===== config.mk =====
export PLATFORM = sky130hd
export DESIGN_NAME = token_ring_global_control
export DESIGN_NICKNAME = d
export VERILOG_FILES = /design/src/ring_ctrl_pkg.sv /design/src/tick_divider.sv /design/src/token_ring_global_control.sv
export SDC_FILE = /design/constraint.sdc
export NUM_CORES = 1
export LEC_CHECK = 0
export BUFFER_PORTS_ARGS = -buffer_cell sky130_fd_sc_hd__buf_4
export CAP_MARGIN = 10
export CORE_MARGIN = 2
export CORE_UTILIZATION = 52
export DETAILED_ROUTE_END_ITERATION = 8
export PLACE_DENSITY = 0.77
export SLEW_MARGIN = 40
export SYNTH_ARGS = -nofsm -noshare
export SYNTH_HDL_FRONTEND = slang
export SYNTH_SLANG_ARGS = --single-unit
export TNS_END_PERCENT = 10

===== constraint.sdc =====
create_clock -name CLK_SYS -period 3.4 [get_ports CLK_SYS]
set_input_delay 0.17 -clock CLK_SYS [delete_from_list [all_inputs] [get_ports CLK_SYS]]
set_output_delay 0.17 -clock CLK_SYS [all_outputs]
set_load 0.02 [all_outputs]

===== src/ring_ctrl_pkg.sv =====
package ring_ctrl_pkg;

  // ----------------------------------------------------------------
  // register map
  // ----------------------------------------------------------------
  localparam logic [7:0]  ID_CMD_OFFSET = 8'h00;
  localparam logic [7:0]  CONFIG_OFFSET = 8'h02;
  localparam logic [15:0] CONFIG_RESET  = 16'h0000;

  // command bits of identification_command_reg on write
  localparam int CMD_TOKEN_LAUNCH_BIT   = 0;
  localparam int CMD_WATCHDOG_CLEAR_BIT = 1;
  localparam int CMD_SOFTWARE_RESET_BIT = 2;

  // identification code field positions
  localparam int ID_VERSION_LSB  = 0;
  localparam int ID_REVISION_LSB = 4;
  localparam int ID_FOUNDRY_LSB  = 8;
  localparam int ID_TYPE_LSB     = 12;
  localparam int ID_FIELD_W      = 4;

  // ----------------------------------------------------------------
  // timing
  // ----------------------------------------------------------------
  localparam int CLK_PERIOD_NS    = 8;
  localparam int STAMP_STEP_MS    = 250;
  localparam int STAMP_STEP_CYC   = (STAMP_STEP_MS * 1000000) / CLK_PERIOD_NS;
  localparam logic [15:0] STAMP_TOP   = 16'hffff;
  localparam logic [15:0] DECIMAL_MAX = 16'h9999;
  localparam logic [5:0]  SYNC_DIV_VCXO = 6'h20;
  localparam logic [5:0]  SYNC_DIV_XO   = 6'h1e;

  // ----------------------------------------------------------------
  // types
  // ----------------------------------------------------------------
  typedef struct packed {
    logic [10:0] upper;
    logic        oscillator_mode_select;
    logic        timestamp_validate;
    logic        token_ring_disable;
    logic        priority_memory_access;
    logic        watchdog_disable;
  } config_t;

  typedef struct packed {
    logic        token_launch;
    logic        watchdog_clear;
    logic        software_reset;
  } cmd_t;

  typedef enum logic [1:0] {
    TOK_NONE = 2'b00,
    TOK_HELD = 2'b01,
    TOK_PASS = 2'b11
  } token_state_t;

endpackage


===== src/tick_divider.sv =====
`timescale 1ns/1ps
module tick_divider
  import ring_ctrl_pkg::*;
#(
  parameter int W = 6
)(
  input  wire logic         clk,
  input  wire logic         rst_n,
  input  wire logic         clear,
  input  wire logic [W-1:0] divisor,
  output logic              tick
);

  logic [W-1:0] cnt_q;

  always_ff @(posedge clk or negedge rst_n)
  begin
    if (!rst_n)
    begin
      cnt_q <= '0;
    end
    else if (clear || (cnt_q >= divisor - W'(1)))
    begin
      cnt_q <= '0;
    end
    else
    begin
      cnt_q <= cnt_q + W'(1);
    end
  end

  assign tick = !clear && (cnt_q >= divisor - W'(1));

endmodule


===== src/token_ring_global_control.sv =====
`timescale 1ns/1ps
// Function
// - reading identification register returns fixed code
// - code fields: version, revision, foundry, type
// - token launch bit emits token output pulse
// - watchdog clear bit restarts watchdog interval
// - software reset bit resets config, token, stamp, watchdog and dividers
// - command bits self-clear after each write
// - watchdog disabled keeps watchdog output low
// - watchdog fires if not cleared in time
// - priority access captures and keeps token
// - otherwise one access then pass token
// - ring disable destroys token, blocks access
// - ring enabled lets launched token appear
// - validated stamp: binary down-count, 250 ms steps
// - otherwise decimal counter for watchdog/timer
// - sync divider divides by 32 or 30
// - token output on rising, token input on falling edge
module token_ring_global_control
  import ring_ctrl_pkg::*;
#(
  parameter int          STEP_CYCLES = STAMP_STEP_CYC,
  parameter logic [3:0]  ID_VERSION  = 4'h1,  // arbitrary value
  parameter logic [3:0]  ID_REVISION = 4'h2,  // arbitrary value
  parameter logic [3:0]  ID_FOUNDRY  = 4'h3,  // arbitrary value
  parameter logic [3:0]  ID_TYPE     = 4'h4   // arbitrary value
)(
  input  wire logic        CLK_SYS,
  input  wire logic        RESET_N,
  input  wire logic        PROC_STROBE_N,
  input  wire logic        PROC_READ,
  input  wire logic [7:0]  PROC_ADDR,
  input  wire logic [15:0] PROC_WDATA,
  output logic [15:0]      PROC_RDATA,
  output logic             PROC_RDATA_OE,
  output logic             PROC_ACK_N,
  input  wire logic        TOKEN_IN,
  output logic             TOKEN_OUT,
  input  wire logic        MEM_REQ,
  input  wire logic        MEM_DONE,
  output logic             MEM_GRANT,
  input  wire logic [15:0] TIMER_PRESET,
  output logic             WATCHDOG_OUT,
  output logic [15:0]      TIMESTAMP,
  output logic             SYNC_TICK,
  output logic             SOFT_RESET_OUT
);

  // ----------------------------------------------------------------
  // identification code
  // ----------------------------------------------------------------
  // field packing
  localparam logic [15:0] ID_CODE = {ID_TYPE, ID_FOUNDRY, ID_REVISION, ID_VERSION};

  // ----------------------------------------------------------------
  // processor strobe synchroniser
  // ----------------------------------------------------------------
  logic strobe_meta_q;
  logic strobe_sync_q;
  logic strobe_prev_q;
  logic access_start;
  logic soft_q;

  always_ff @(posedge CLK_SYS or negedge RESET_N)
  begin
    if (!RESET_N)
    begin
      strobe_meta_q <= 1'b0;
      strobe_sync_q <= 1'b0;
      strobe_prev_q <= 1'b0;
    end
    else
    begin
      strobe_meta_q <= ~PROC_STROBE_N;
      strobe_sync_q <= strobe_meta_q;
      strobe_prev_q <= strobe_sync_q;
    end
  end

  // address and data are held by the processor while the strobe is low
  assign access_start = strobe_sync_q && !strobe_prev_q;

  logic wr_id_cmd;
  logic wr_config;
  assign wr_id_cmd = access_start && !PROC_READ && (PROC_ADDR == ID_CMD_OFFSET);
  assign wr_config = access_start && !PROC_READ && (PROC_ADDR == CONFIG_OFFSET);

  // ----------------------------------------------------------------
  // one-shot commands
  // ----------------------------------------------------------------
  cmd_t cmd_q;

  always_ff @(posedge CLK_SYS or negedge RESET_N)
  begin
    if (!RESET_N)
    begin
      cmd_q <= '0;
    end
    else if (wr_id_cmd)
    begin
      cmd_q.token_launch   <= PROC_WDATA[CMD_TOKEN_LAUNCH_BIT];
      cmd_q.watchdog_clear <= PROC_WDATA[CMD_WATCHDOG_CLEAR_BIT];
      cmd_q.software_reset <= PROC_WDATA[CMD_SOFTWARE_RESET_BIT];
    end
    else
    begin
      cmd_q <= '0;
    end
  end

  // software reset acts like the pin on config, token, stamp, watchdog and dividers
  // synchronous clear avoids a glitchy derived asynchronous reset
  always_ff @(posedge CLK_SYS or negedge RESET_N)
  begin
    if (!RESET_N)
    begin
      soft_q <= 1'b0;
    end
    else
    begin
      soft_q <= cmd_q.software_reset;
    end
  end

  assign SOFT_RESET_OUT = soft_q;

  // ----------------------------------------------------------------
  // general configuration register
  // ----------------------------------------------------------------
  config_t config_q;

  always_ff @(posedge CLK_SYS or negedge RESET_N)
  begin
    if (!RESET_N)
    begin
      config_q <= config_t'(CONFIG_RESET);
    end
    else if (soft_q)
    begin
      config_q <= config_t'(CONFIG_RESET);
    end
    else if (wr_config)
    begin
      config_q <= config_t'(PROC_WDATA);
    end
  end

  // ----------------------------------------------------------------
  // read path and acknowledge
  // ----------------------------------------------------------------
  logic        ack_q;
  logic        rd_oe_q;
  logic [15:0] rdata_q;

  always_ff @(posedge CLK_SYS or negedge RESET_N)
  begin
    if (!RESET_N)
    begin
      ack_q   <= 1'b0;
      rd_oe_q <= 1'b0;
      rdata_q <= 16'h0000;
    end
    else if (access_start)
    begin
      ack_q   <= 1'b1;
      rd_oe_q <= PROC_READ;
      // fixed code, untouched by any reset
      if (PROC_ADDR == ID_CMD_OFFSET)
      begin
        rdata_q <= ID_CODE;
      end
      else if (PROC_ADDR == CONFIG_OFFSET)
      begin
        rdata_q <= config_q;
      end
      else
      begin
        rdata_q <= 16'h0000;
      end
    end
    else if (!strobe_sync_q)
    begin
      ack_q   <= 1'b0;
      rd_oe_q <= 1'b0;
    end
  end

  assign PROC_RDATA    = rdata_q;
  assign PROC_RDATA_OE = rd_oe_q;
  assign PROC_ACK_N    = ~ack_q;

  // ----------------------------------------------------------------
  // token input capture
  // ----------------------------------------------------------------
  logic tok_fall_q;
  logic tok_meta_q;
  logic tok_sync_q;
  logic tok_prev_q;
  logic tok_arrive;

  // token input taken on falling edge
  always_ff @(negedge CLK_SYS or negedge RESET_N)
  begin
    if (!RESET_N)
    begin
      tok_fall_q <= 1'b0;
    end
    else
    begin
      tok_fall_q <= TOKEN_IN;
    end
  end

  always_ff @(posedge CLK_SYS or negedge RESET_N)
  begin
    if (!RESET_N)
    begin
      tok_meta_q <= 1'b0;
      tok_sync_q <= 1'b0;
      tok_prev_q <= 1'b0;
    end
    else
    begin
      tok_meta_q <= tok_fall_q;
      tok_sync_q <= tok_meta_q;
      tok_prev_q <= tok_sync_q;
    end
  end

  assign tok_arrive = tok_sync_q && !tok_prev_q;

  // ----------------------------------------------------------------
  // token state machine
  // ----------------------------------------------------------------
  token_state_t tok_q;
  logic         pass_now;
  logic         tok_out_q;

  always_ff @(posedge CLK_SYS or negedge RESET_N)
  begin
    if (!RESET_N)
    begin
      tok_q <= TOK_NONE;
    end
    else if (soft_q)
    begin
      tok_q <= TOK_NONE;
    end
    else
    begin
      unique case (tok_q)
        TOK_NONE:
        begin
          if (tok_arrive && !config_q.token_ring_disable)
          begin
            if (config_q.priority_memory_access || MEM_REQ)
            begin
              tok_q <= TOK_HELD;
            end
            else
            begin
              tok_q <= TOK_PASS;
            end
          end
        end
        TOK_HELD:
        begin
          if (config_q.token_ring_disable)
          begin
            tok_q <= TOK_NONE;
          end
          else if (!config_q.priority_memory_access && (MEM_DONE || !MEM_REQ))
          begin
            tok_q <= TOK_PASS;
          end
        end
        TOK_PASS:
        begin
          tok_q <= TOK_NONE;
        end
        default:
        begin
          tok_q <= TOK_NONE;
        end
      endcase
    end
  end

  assign pass_now = (tok_q == TOK_PASS) && !config_q.token_ring_disable;

  // only while the ring is enabled
  // token output changes on rising edge
  always_ff @(posedge CLK_SYS or negedge RESET_N)
  begin
    if (!RESET_N)
    begin
      tok_out_q <= 1'b0;
    end
    else if (soft_q)
    begin
      tok_out_q <= 1'b0;
    end
    else
    begin
      tok_out_q <= !config_q.token_ring_disable && (cmd_q.token_launch || pass_now);
    end
  end

  assign TOKEN_OUT = tok_out_q;
  assign MEM_GRANT = (tok_q == TOK_HELD) && !config_q.token_ring_disable;

  // ----------------------------------------------------------------
  // time-stamp counter and watchdog
  // ----------------------------------------------------------------
  logic        step_tick;
  logic        stamp_mode_prev_q;
  logic [15:0] stamp_q;
  logic        watchdog_q;

  tick_divider #(
    .W       (32)
  ) u_step_div (
    .clk     (CLK_SYS),
    .rst_n   (RESET_N),
    .clear   (soft_q),
    .divisor (32'(STEP_CYCLES)),
    .tick    (step_tick)
  );

  function automatic logic [15:0] bcd_inc(input logic [15:0] v);
    logic [15:0] r;
    logic        carry;
    r     = v;
    carry = 1'b1;
    for (int i = 0; i < 4; i++)
    begin
      if (carry)
      begin
        if (r[i*4 +: 4] == 4'h9)
        begin
          r[i*4 +: 4] = 4'h0;
        end
        else
        begin
          r[i*4 +: 4] = r[i*4 +: 4] + 4'h1;
          carry       = 1'b0;
        end
      end
    end
    return r;
  endfunction

  always_ff @(posedge CLK_SYS or negedge RESET_N)
  begin
    if (!RESET_N)
    begin
      stamp_mode_prev_q <= 1'b0;
      stamp_q           <= 16'h0000;
    end
    else if (soft_q)
    begin
      stamp_mode_prev_q <= 1'b0;
      stamp_q           <= 16'h0000;
    end
    else
    begin
      stamp_mode_prev_q <= config_q.timestamp_validate;
      if (config_q.timestamp_validate && !stamp_mode_prev_q)
      begin
        stamp_q <= STAMP_TOP;
      end
      else if (!config_q.timestamp_validate && stamp_mode_prev_q)
      begin
        stamp_q <= 16'h0000;
      end
      else if (cmd_q.watchdog_clear && !config_q.timestamp_validate)
      begin
        stamp_q <= 16'h0000;
      end
      else if (step_tick)
      begin
        if (config_q.timestamp_validate)
        begin
          stamp_q <= stamp_q - 16'h0001;
        end
        else if (stamp_q != DECIMAL_MAX)
        begin
          stamp_q <= bcd_inc(stamp_q);
        end
      end
    end
  end

  assign TIMESTAMP = stamp_q;

  // expiry wins over a clear in the same cycle
  always_ff @(posedge CLK_SYS or negedge RESET_N)
  begin
    if (!RESET_N)
    begin
      watchdog_q <= 1'b0;
    end
    else if (soft_q)
    begin
      watchdog_q <= 1'b0;
    end
    else if (config_q.watchdog_disable || config_q.timestamp_validate)
    begin
      watchdog_q <= 1'b0;
    end
    else if (stamp_q == TIMER_PRESET)
    begin
      watchdog_q <= 1'b1;
    end
    else if (cmd_q.watchdog_clear)
    begin
      watchdog_q <= 1'b0;
    end
  end

  assign WATCHDOG_OUT = watchdog_q;

  // ----------------------------------------------------------------
  // synchronization counter divider
  // ----------------------------------------------------------------
  logic [5:0] sync_div;
  logic       sync_tick_c;
  logic       sync_tick_q;

  assign sync_div = config_q.oscillator_mode_select ? SYNC_DIV_VCXO : SYNC_DIV_XO;

  tick_divider #(
    .W       (6)
  ) u_sync_div (
    .clk     (CLK_SYS),
    .rst_n   (RESET_N),
    .clear   (soft_q),
    .divisor (sync_div),
    .tick    (sync_tick_c)
  );

  always_ff @(posedge CLK_SYS or negedge RESET_N)
  begin
    if (!RESET_N)
    begin
      sync_tick_q <= 1'b0;
    end
    else
    begin
      sync_tick_q <= sync_tick_c;
    end
  end

  assign SYNC_TICK = sync_tick_q;

endmodule


# Yosys cells after proc, flatten, opt, wreduce, memory -nomap -nowiden
# Index checks and enable logic that the tools add are counted.
# Widths: inputs -> output; s select.
word_totals:
  ff_bits: 105
  input_bits: 47
  out_inout_bits: 39
  word_cells: 162
classes:
  n_addsub: 8
  order_cmp: 2
  eq_ne: 12
  n_mux: 63
  bitwise_logic: 2
  reduce_logical: 44
ops:
  columns: ["operator", "count"]
  rows:
  - ["$mux 16", 11]
  - ["$mux 1", 35]
  - ["$add 32x1->32 const B", 1]
  - ["$ge 32x25->1 const B", 1]
  - ["$mux 32", 1]
  - ["$mux 4", 7]
  - ["$reduce_bool 6->1", 4]
  - ["$add 4x1->4 const B", 4]
  - ["$eq 16x16->1", 1]
  - ["$eq 4x4->1 const B", 4]
  - ["$ne 16x16->1 const B", 1]
  - ["$sub 16x1->16 const B", 1]
  - ["$logic_and 1x1->1", 15]
  - ["$mux 6", 2]
  - ["$mux 2", 5]
  - ["$logic_not 1->1", 9]
  - ["$reduce_and 3->1", 3]
  - ["$eq 8x2->1 const B", 1]
  - ["$logic_not 8->1", 1]
  - ["$add 6x1->6 const B", 1]
  - ["$ge 6x6->1", 1]
  - ["$logic_or 1x1->1", 6]
  - ["$sub 6x1->6 const B", 1]
  - ["$reduce_bool 5->1", 1]
  - ["other kinds (12)", 14]

# Logic depth before layout (Yosys ltp)
# Gate-level depths: netlist (run 1).
logic_depth:
  depth_word: 33
  depth_mapped: 10
  depth_no_buf: 9

# By module
# A second synthesis (run 1) with hierarchy kept.
unflattened:
  hier_cells: 796
  hier_area_um2: 7320.8
modules_own_cells:
  columns: ["module", "n_inst", "cells_per_inst", "area_each_um2", "seq_area_each_um2"]
  rows:
  - ["token_ring_global_control", 1, 416, 3822.4, 1676.6]
  - ["tick_divider (u_step_div)", 1, 329, 3026.7, 800.8]
  - ["tick_divider (u_sync_div)", 1, 51, 471.7, 150.1]

==> impl_metrics.json, run 1 <==
{
  "fmax_mhz": 397,
  "period_minus_slack_ps": 2520,
  "multi_input_area_sq_um": 2580,
  "ys_top_cells_by_area": "dfrtp_1, xnor2_1, nand2_1",
  "num-fill-cells": 851,
  "die_y_microns": 107,
  "cp_data_arrival_time_ps": 2780,
  "drv_slew": 0,
  "htreeDepth": 3,
  "crit_path_top_delay_cell": "dfrtp_1",
  "cts_buffers": 9,
  "grt_max_degree": 83,
  "yosys.area.top_type_share_pct": 47.4,
  "finClkSkew_ps": 16.2,
  "numClockSinks": 105,
  "place_hpwl_microns": 8220,
  "final_core_util_pct": 61.9,
  "yosys_warnings": 0,
  "clock_latency_ps": 350,
  "end_kind": "flip-flop",
  "cap_viol_max_count": 0,
  "grt_first_pass_wirelength_microns": 20000,
  "drive_above_1_share_pct": 19.4,
  "grt_pass1_vias": 4202,
  "power.density_nw_per_um2": 566,
  "worstMarginPinSlew_ps": 727,
  "area_growth_pct": 15.8,
  "antenna_cells": 0,
  "cp.required_ps": 3660,
  "fp-row-count": 37,
  "vias": 4339,
  "synth_top_area_cell": "dfrtp_1",
  "synth-seq-cells": 105,
  "ys_types": 68,
  "p_leak_nw": 2.85,
  "detail_route.wl_per_cell_microns": 15.1,
  "top_usage_layer": "met2",
  "io_pins": 86,
  "crit_path_max_fanout": 14,
  "drcViolationCount": 0,
  "antenna_found_initial": 0,
  "cts.reportedPaths.clkPinSlew_ps": 100,
  "cts_buffer_depth": 2,
  "use_met3_pct": 4.68,
  "slew_headroom_pct": 51.5,
  "avgSynthCellArea_sq_um": 9.88,
  "cts_tree": "built",
  "track_usage_pct": 21.8,
  "ctsRootBufferMaster": "clkbuf_8",
  "port_buffers": 85,
  "vias_per_cell": 5.57,
  "final.setup.tns_ps": 0,
  "use_met2_pct": 34.7,
  "initial_utilization_pct": 53.4,
  "drt_pass1_iterations": 4,
  "grtUsageMet1_pct": 30.3,
  "ant_nets": 0,
  "rsz0062_at_grt": "no",
  "core_area_sq_um": 10300,
  "placed_cells": 761,
  "die_area_sq_um": 11400,
  "ff_latch_area_sq_um": 2630,
  "cts.repair.resized": 0,
  "synth_flop_cell": "dfrtp_1",
  "wl_microns": 11800,
  "status": "finished, final reports clean",
  "crit_chain": "inv_1 > ha_1 > nand3b_1 > or3_2 > nor3_1 > and2_2 > o21bai_4 > nor2_1 > o21a_1",
  "cp-start-kind": "flip-flop",
  "vdd_drop_max_uv": 335,
  "drt_iter0_markers": 274,
  "overflow": 0,
  "hold_violations": 0,
  "setup_viol": 0,
  "ys_seq_area_share_pct": 47.8,
  "die_w_microns": 107,
  "synthArstFlopShare_pct": 100,
  "syn_inst": 556,
  "place_congestion": 0.926,
  "instances_no_fill": 779,
  "fin_nets": 702,
  "path_class": "flip-flop to flip-flop",
  "netlist_area_sq_um": 5490,
  "hold_path.class": "input port to flip-flop",
  "slowest_delay_ps": 480,
  "synth_edf_count": 0,
  "period_share_pct": 74.1
}
==> where the power goes <==
group,total (W),switching (W),internal (W)
Sequential,0.00166,0.000275,0.00139
Combinational,0.00115,0.000607,0.000546
Clock,0.000783,0.000416,0.000367
==> cells by family (layout without fill, tap and decap cells) <==
kind of cell    count (synthesis)  after routing  share of synthesized area, %
compound gates                106            106                          13.0
xor+xnor                       49             49                          7.81
fa+ha+maj                      17             17                          3.87
buf+inv                        49            130                          5.67
flops                         105            105                          47.8
mux                             6              6                          1.14
other cells                     1              7                        0.0683
simple gates                  223            223                          20.6
==> worst paths after layout <==
check	slack, ps	to	from	depth (start not counted)
setup / recovery	880	TIMESTAMP[9]$_DFFE_PN0P_	TIMESTAMP[1]$_DFFE_PN0P_	9
max in group asynchronous	1290	tok_fall_q$_DFF_NN0_	RESET_N	2
setup reg to reg	880	TIMESTAMP[9]$_DFFE_PN0P_	TIMESTAMP[1]$_DFFE_PN0P_	9
hold / removal	20	cmd_q[2]$_DFF_PN0_	PROC_WDATA[0]	2
min in group asynchronous	230	u_step_div.cnt_q[7]$_DFF_PN0_	RESET_N	2
hold reg to reg	360	tok_sync_q$_DFF_PN0_	tok_meta_q$_DFF_PN0_	0
==> critical path, delay by kind of cell, from the launching register on <==
family | cells | cell delay [ps]
DFF | 1 | 480
AOI/OAI and AO/OA | 2 | 400
adders and majority gates | 1 | 230
and+or+nand+nor | 5 | 1160
buffers and inverters | 1 | 140
==> registers in the layout (all words and copies together) (netlist names), 2 cells and up <==
register	count
PROC_RDATA	16
TIMESTAMP	16
tok_q	2
u_step_div.cnt_q	32
cmd_q	3
u_sync_div.cnt_q	6
config_q	16
==> cell usage in the layout (no fill, tap or decap), types with 11 or more instances in the layout <==
cell,instances
dfrtp_1,104
buf_4,89
nor2_1,64
nand2_1,64
a21oi_1,35
xnor2_1,35
inv_1,21
ha_1,17
nand3_1,15
xor2_1,14
o21ai_0,14
nor3_1,13
nand4_1,12
a22o_1,11
==> area by class of cell <==
class / count / share of cell area [%]
sequential: 105 / 41.3
multi-input combinational: 408 / 40.5
timing repair buffer: 92 / 11.0
tap: 136 / 2.68
clock buffer: 11 / 2.22
inverter: 22 / 1.30
clock inverter: 5 / 0.964
==> layer usage <==
layer / wire length (microns) / vias up / part of all wire, %
li1: - / 2079 / -
met1: 5200 / 2082 / 44
met2: 5540 / 162 / 47
met3: 852 / 16 / 7.2
met4: 175 / 0 / 1.5
met5: 0 / - / 0
==> synthesized netlist by cell type (all sizes together) (4+ instances only) <==
cell type / n
nand4: 12
clkbuf: 17
a211oi: 5
o21ai: 15
nor3: 14
nand3: 16
dfrtp: 104
and2: 7
buf: 10
nor2: 64
nor3b: 4
nor4: 11
a22o: 11
a21oi: 36
nand2b: 4
nand2: 64
mux2i: 4
nand3b: 4
xor2: 14
o31ai: 9
and3: 5
a31oi: 5
inv: 21
xnor2: 35
o21bai: 4
ha: 17
==> repair_timing <==
action / 4_1_cts / 5_1_grt
hold buffers: 2 / 0
buffers inserted: 0 / 0
endpoints found under the hold margin: 23 / 0
setup endpoints to repair: 0 / 0
==> through the flow <==
stage                     setup slack [ps]  hold slack, ps  area (sq um)  total power (W)
after global placement                 931            76.8          6130          0.00278
after floorplan                        934            -126          5520          0.00247
after CTS                              916            4.25          6360          0.00362
final                                  882            22.0          6360          0.00360
after detailed placement               838            89.4          6140          0.00283
after global routing                   729            2.97          6360          0.00382
Note: power is estimated with default switching activity, not from simulation.
==> inputs of run 2 (changes only) <==
- clock period: 3.4 -> 2.5 ns (I/O delays scaled with it)
==> impl_metrics.json, run 2 (same netlist as run 1, synthesis figures left out) <==
{
  "p_leak_nw": 2.99,
  "drive_above_1_share_pct": 22.0,
  "period_share_pct": 96.1,
  "hold_path.class": "input port to flip-flop",
  "p_seq_share_pct": 42.3,
  "ctsRootBufferMaster": "clkbuf_8",
  "combPwrFrac_pct": 35.9,
  "io_pins": 86,
  "fin_nets": 733,
  "detail_route.wl_per_cell_microns": 15.2,
  "numClockSinks": 105,
  "crit_path_max_fanout": 14,
  "power.density_nw_per_um2": 764,
  "overflow": 0,
  "fp-row-count": 37,
  "drt_pass1_iterations": 5,
  "grt_max_degree": 70,
  "antenna_cells": 0,
  "die_area_sq_um": 11400,
  "switching_share_pct": 35.8,
  "drt_iter0_markers": 240,
  "clock_latency_ps": 370,
  "hold_violations": 0,
  "cp.required_ps": 2760,
  "drcViolationCount": 0,
  "vias_per_cell": 5.50,
  "wl_microns": 12300,
  "die_w_microns": 107,
  "slew_headroom_pct": 58.8,
  "core_area_sq_um": 10300,
  "cts.reportedPaths.clkPinSlew_ps": 90,
  "p_sw_w": 0.00182,
  "place_congestion": 0.908,
  "antenna_found_initial": 0,
  "path_class": "flip-flop to flip-flop",
  "cts_buffer_depth": 2,
  "grt_pass1_vias": 4418,
  "finClkSkew_ps": 20.1,
  "htreeDepth": 3,
  "initial_utilization_pct": 53.4,
  "design_area_sq_um": 6650,
  "postCtsSetupBuffers": 0,
  "end_kind": "flip-flop",
  "fmax_mhz": 416,
  "area_growth_pct": 21.0,
  "worstMarginPinSlew_ps": 619,
  "grt_first_pass_wirelength_microns": 20500,
  "mostFrequentLayoutCells": "buf_4, dfrtp_1, nor2_1, nand2_1",
  "cp_data_arrival_time_ps": 2660,
  "final_common_cell": "buf_4",
  "die_y_microns": 107,
  "drv_slew": 0,
  "vdd_drop_max_uv": 384,
  "place_ws_ps": 104,
  "track_usage_pct": 22.4,
  "largest_register_ff_count": 32,
  "dpl_cell_area_sq_um": 6260,
  "vias": 4451,
  "cp-start-kind": "flip-flop",
  "clkPwrFrac_pct": 21.8,
  "intPower_w": 0.00326,
  "setup_viol": 0,
  "cts_tree": "built",
  "regMostFlops": "u_step_div.cnt_q",
  "cap_viol_max_count": 0,
  "place_hpwl_microns": 8710,
  "cts_buffers": 9,
  "period_minus_slack_ps": 2400,
  "status": "finished, final reports clean",
  "port_buffers": 85,
  "setup_slack_ps": 97.1,
  "ant_nets": 0
}
==> run 2: cell count changes in the layout (fill, tap and decap cells not counted), moves of 2 or more <==
| cell | change |
|---|---|
| dfrtp_1 | -3 |
| clkinvlp_4 | +2 |
| dlygate4sd3_1 | +14 |
| buf_4 | +17 |
| dfrtp_2 | +3 |
==> run 2: final cells by class <==
cell class              count  area, sq um
clock buffers              11          151
clock inverters             5         62.6
fillers                   841         3630
inverters                  22         82.6
multi-input cells         408         2580
flip-flops and latches    105         2630
well taps                 136          170
repair buffers            123          967
==> run 2: metrics by stage <==
stage / total power (W) / std cells / TNS (ps) / utilization, % / hold WS [ps]
global placement: 0.00388 / 778 / 0 / 60.9 / 111
detailed placement: 0.00396 / 778 / 0 / 60.9 / 117
finish: 0.00508 / 810 / 0 / 64.7 / 9.11
global route: 0.00541 / 810 / -10.2 / 64.7 / 10.8
floorplan: 0.00336 / 562 / 0 / - / -171
CTS: 0.00509 / 810 / 0 / 64.5 / 2.00
==> run 2: repair_timing <==
| item | in CTS | in global routing |
|---|---|---|
| setup endpoints to repair | 0 | 9 |
| hold buffers | 16 | 0 |
| gates resized for setup | 0 | 5 |
| endpoints found under the hold margin | 52 | 0 |
==> run 2: power groups by stage <==
| stage | clock network, W | logic, W | registers, W |
|---|---|---|---|
| after detailed placement | 0 | 0.00179 | 0.00217 |
| after floorplan | 0 | 0.00110 | 0.00226 |
| final | 0.00111 | 0.00182 | 0.00215 |
| after CTS | 0.00113 | 0.00182 | 0.00214 |
| after global routing | 0.00120 | 0.00202 | 0.00218 |
| after global placement | 0 | 0.00173 | 0.00215 |
==> run 2: final timing paths <==
check	startpoint	end	slack [ps]	cells after the start
setup / recovery	TIMESTAMP[1]$_DFFE_PN0P_	TIMESTAMP[9]$_DFFE_PN0P_	100	9
hold / removal	PROC_WDATA[8]	config_q[8]$_DFFE_PN0P_	9	3
setup reg to reg	TIMESTAMP[1]$_DFFE_PN0P_	TIMESTAMP[9]$_DFFE_PN0P_	100	9
hold reg to reg	cmd_q[0]$_DFF_PN0_	SOFT_RESET_OUT$_DFF_PN0_	370	0
max in group asynchronous	RESET_N	tok_fall_q$_DFF_NN0_	750	2
min in group asynchronous	RESET_N	u_step_div.cnt_q[3]$_DFF_PN0_	240	2
==> run 2: routing by layer <==
| metal | track usage [%] | wire (microns) | vias up |
|---|---|---|---|
| met5 | 0 | 0 | - |
| met4 | 7.33 | 201 | 0 |
| met3 | 4.86 | 769 | 19 |
| met2 | 37.9 | 6100 | 135 |
| met1 | 28.9 | 5210 | 2157 |
| li1 | - | - | 2140 |
==> run 2: critical path: stages (launching register included) <==
cell	delay, ps
dfrtp_1	390
inv_1	100
ha_2	220
nand3b_1	110
or3_2	470
nor3_1	240
and2_2	210
o21bai_4	220
nor2_1	150
o21a_1	190
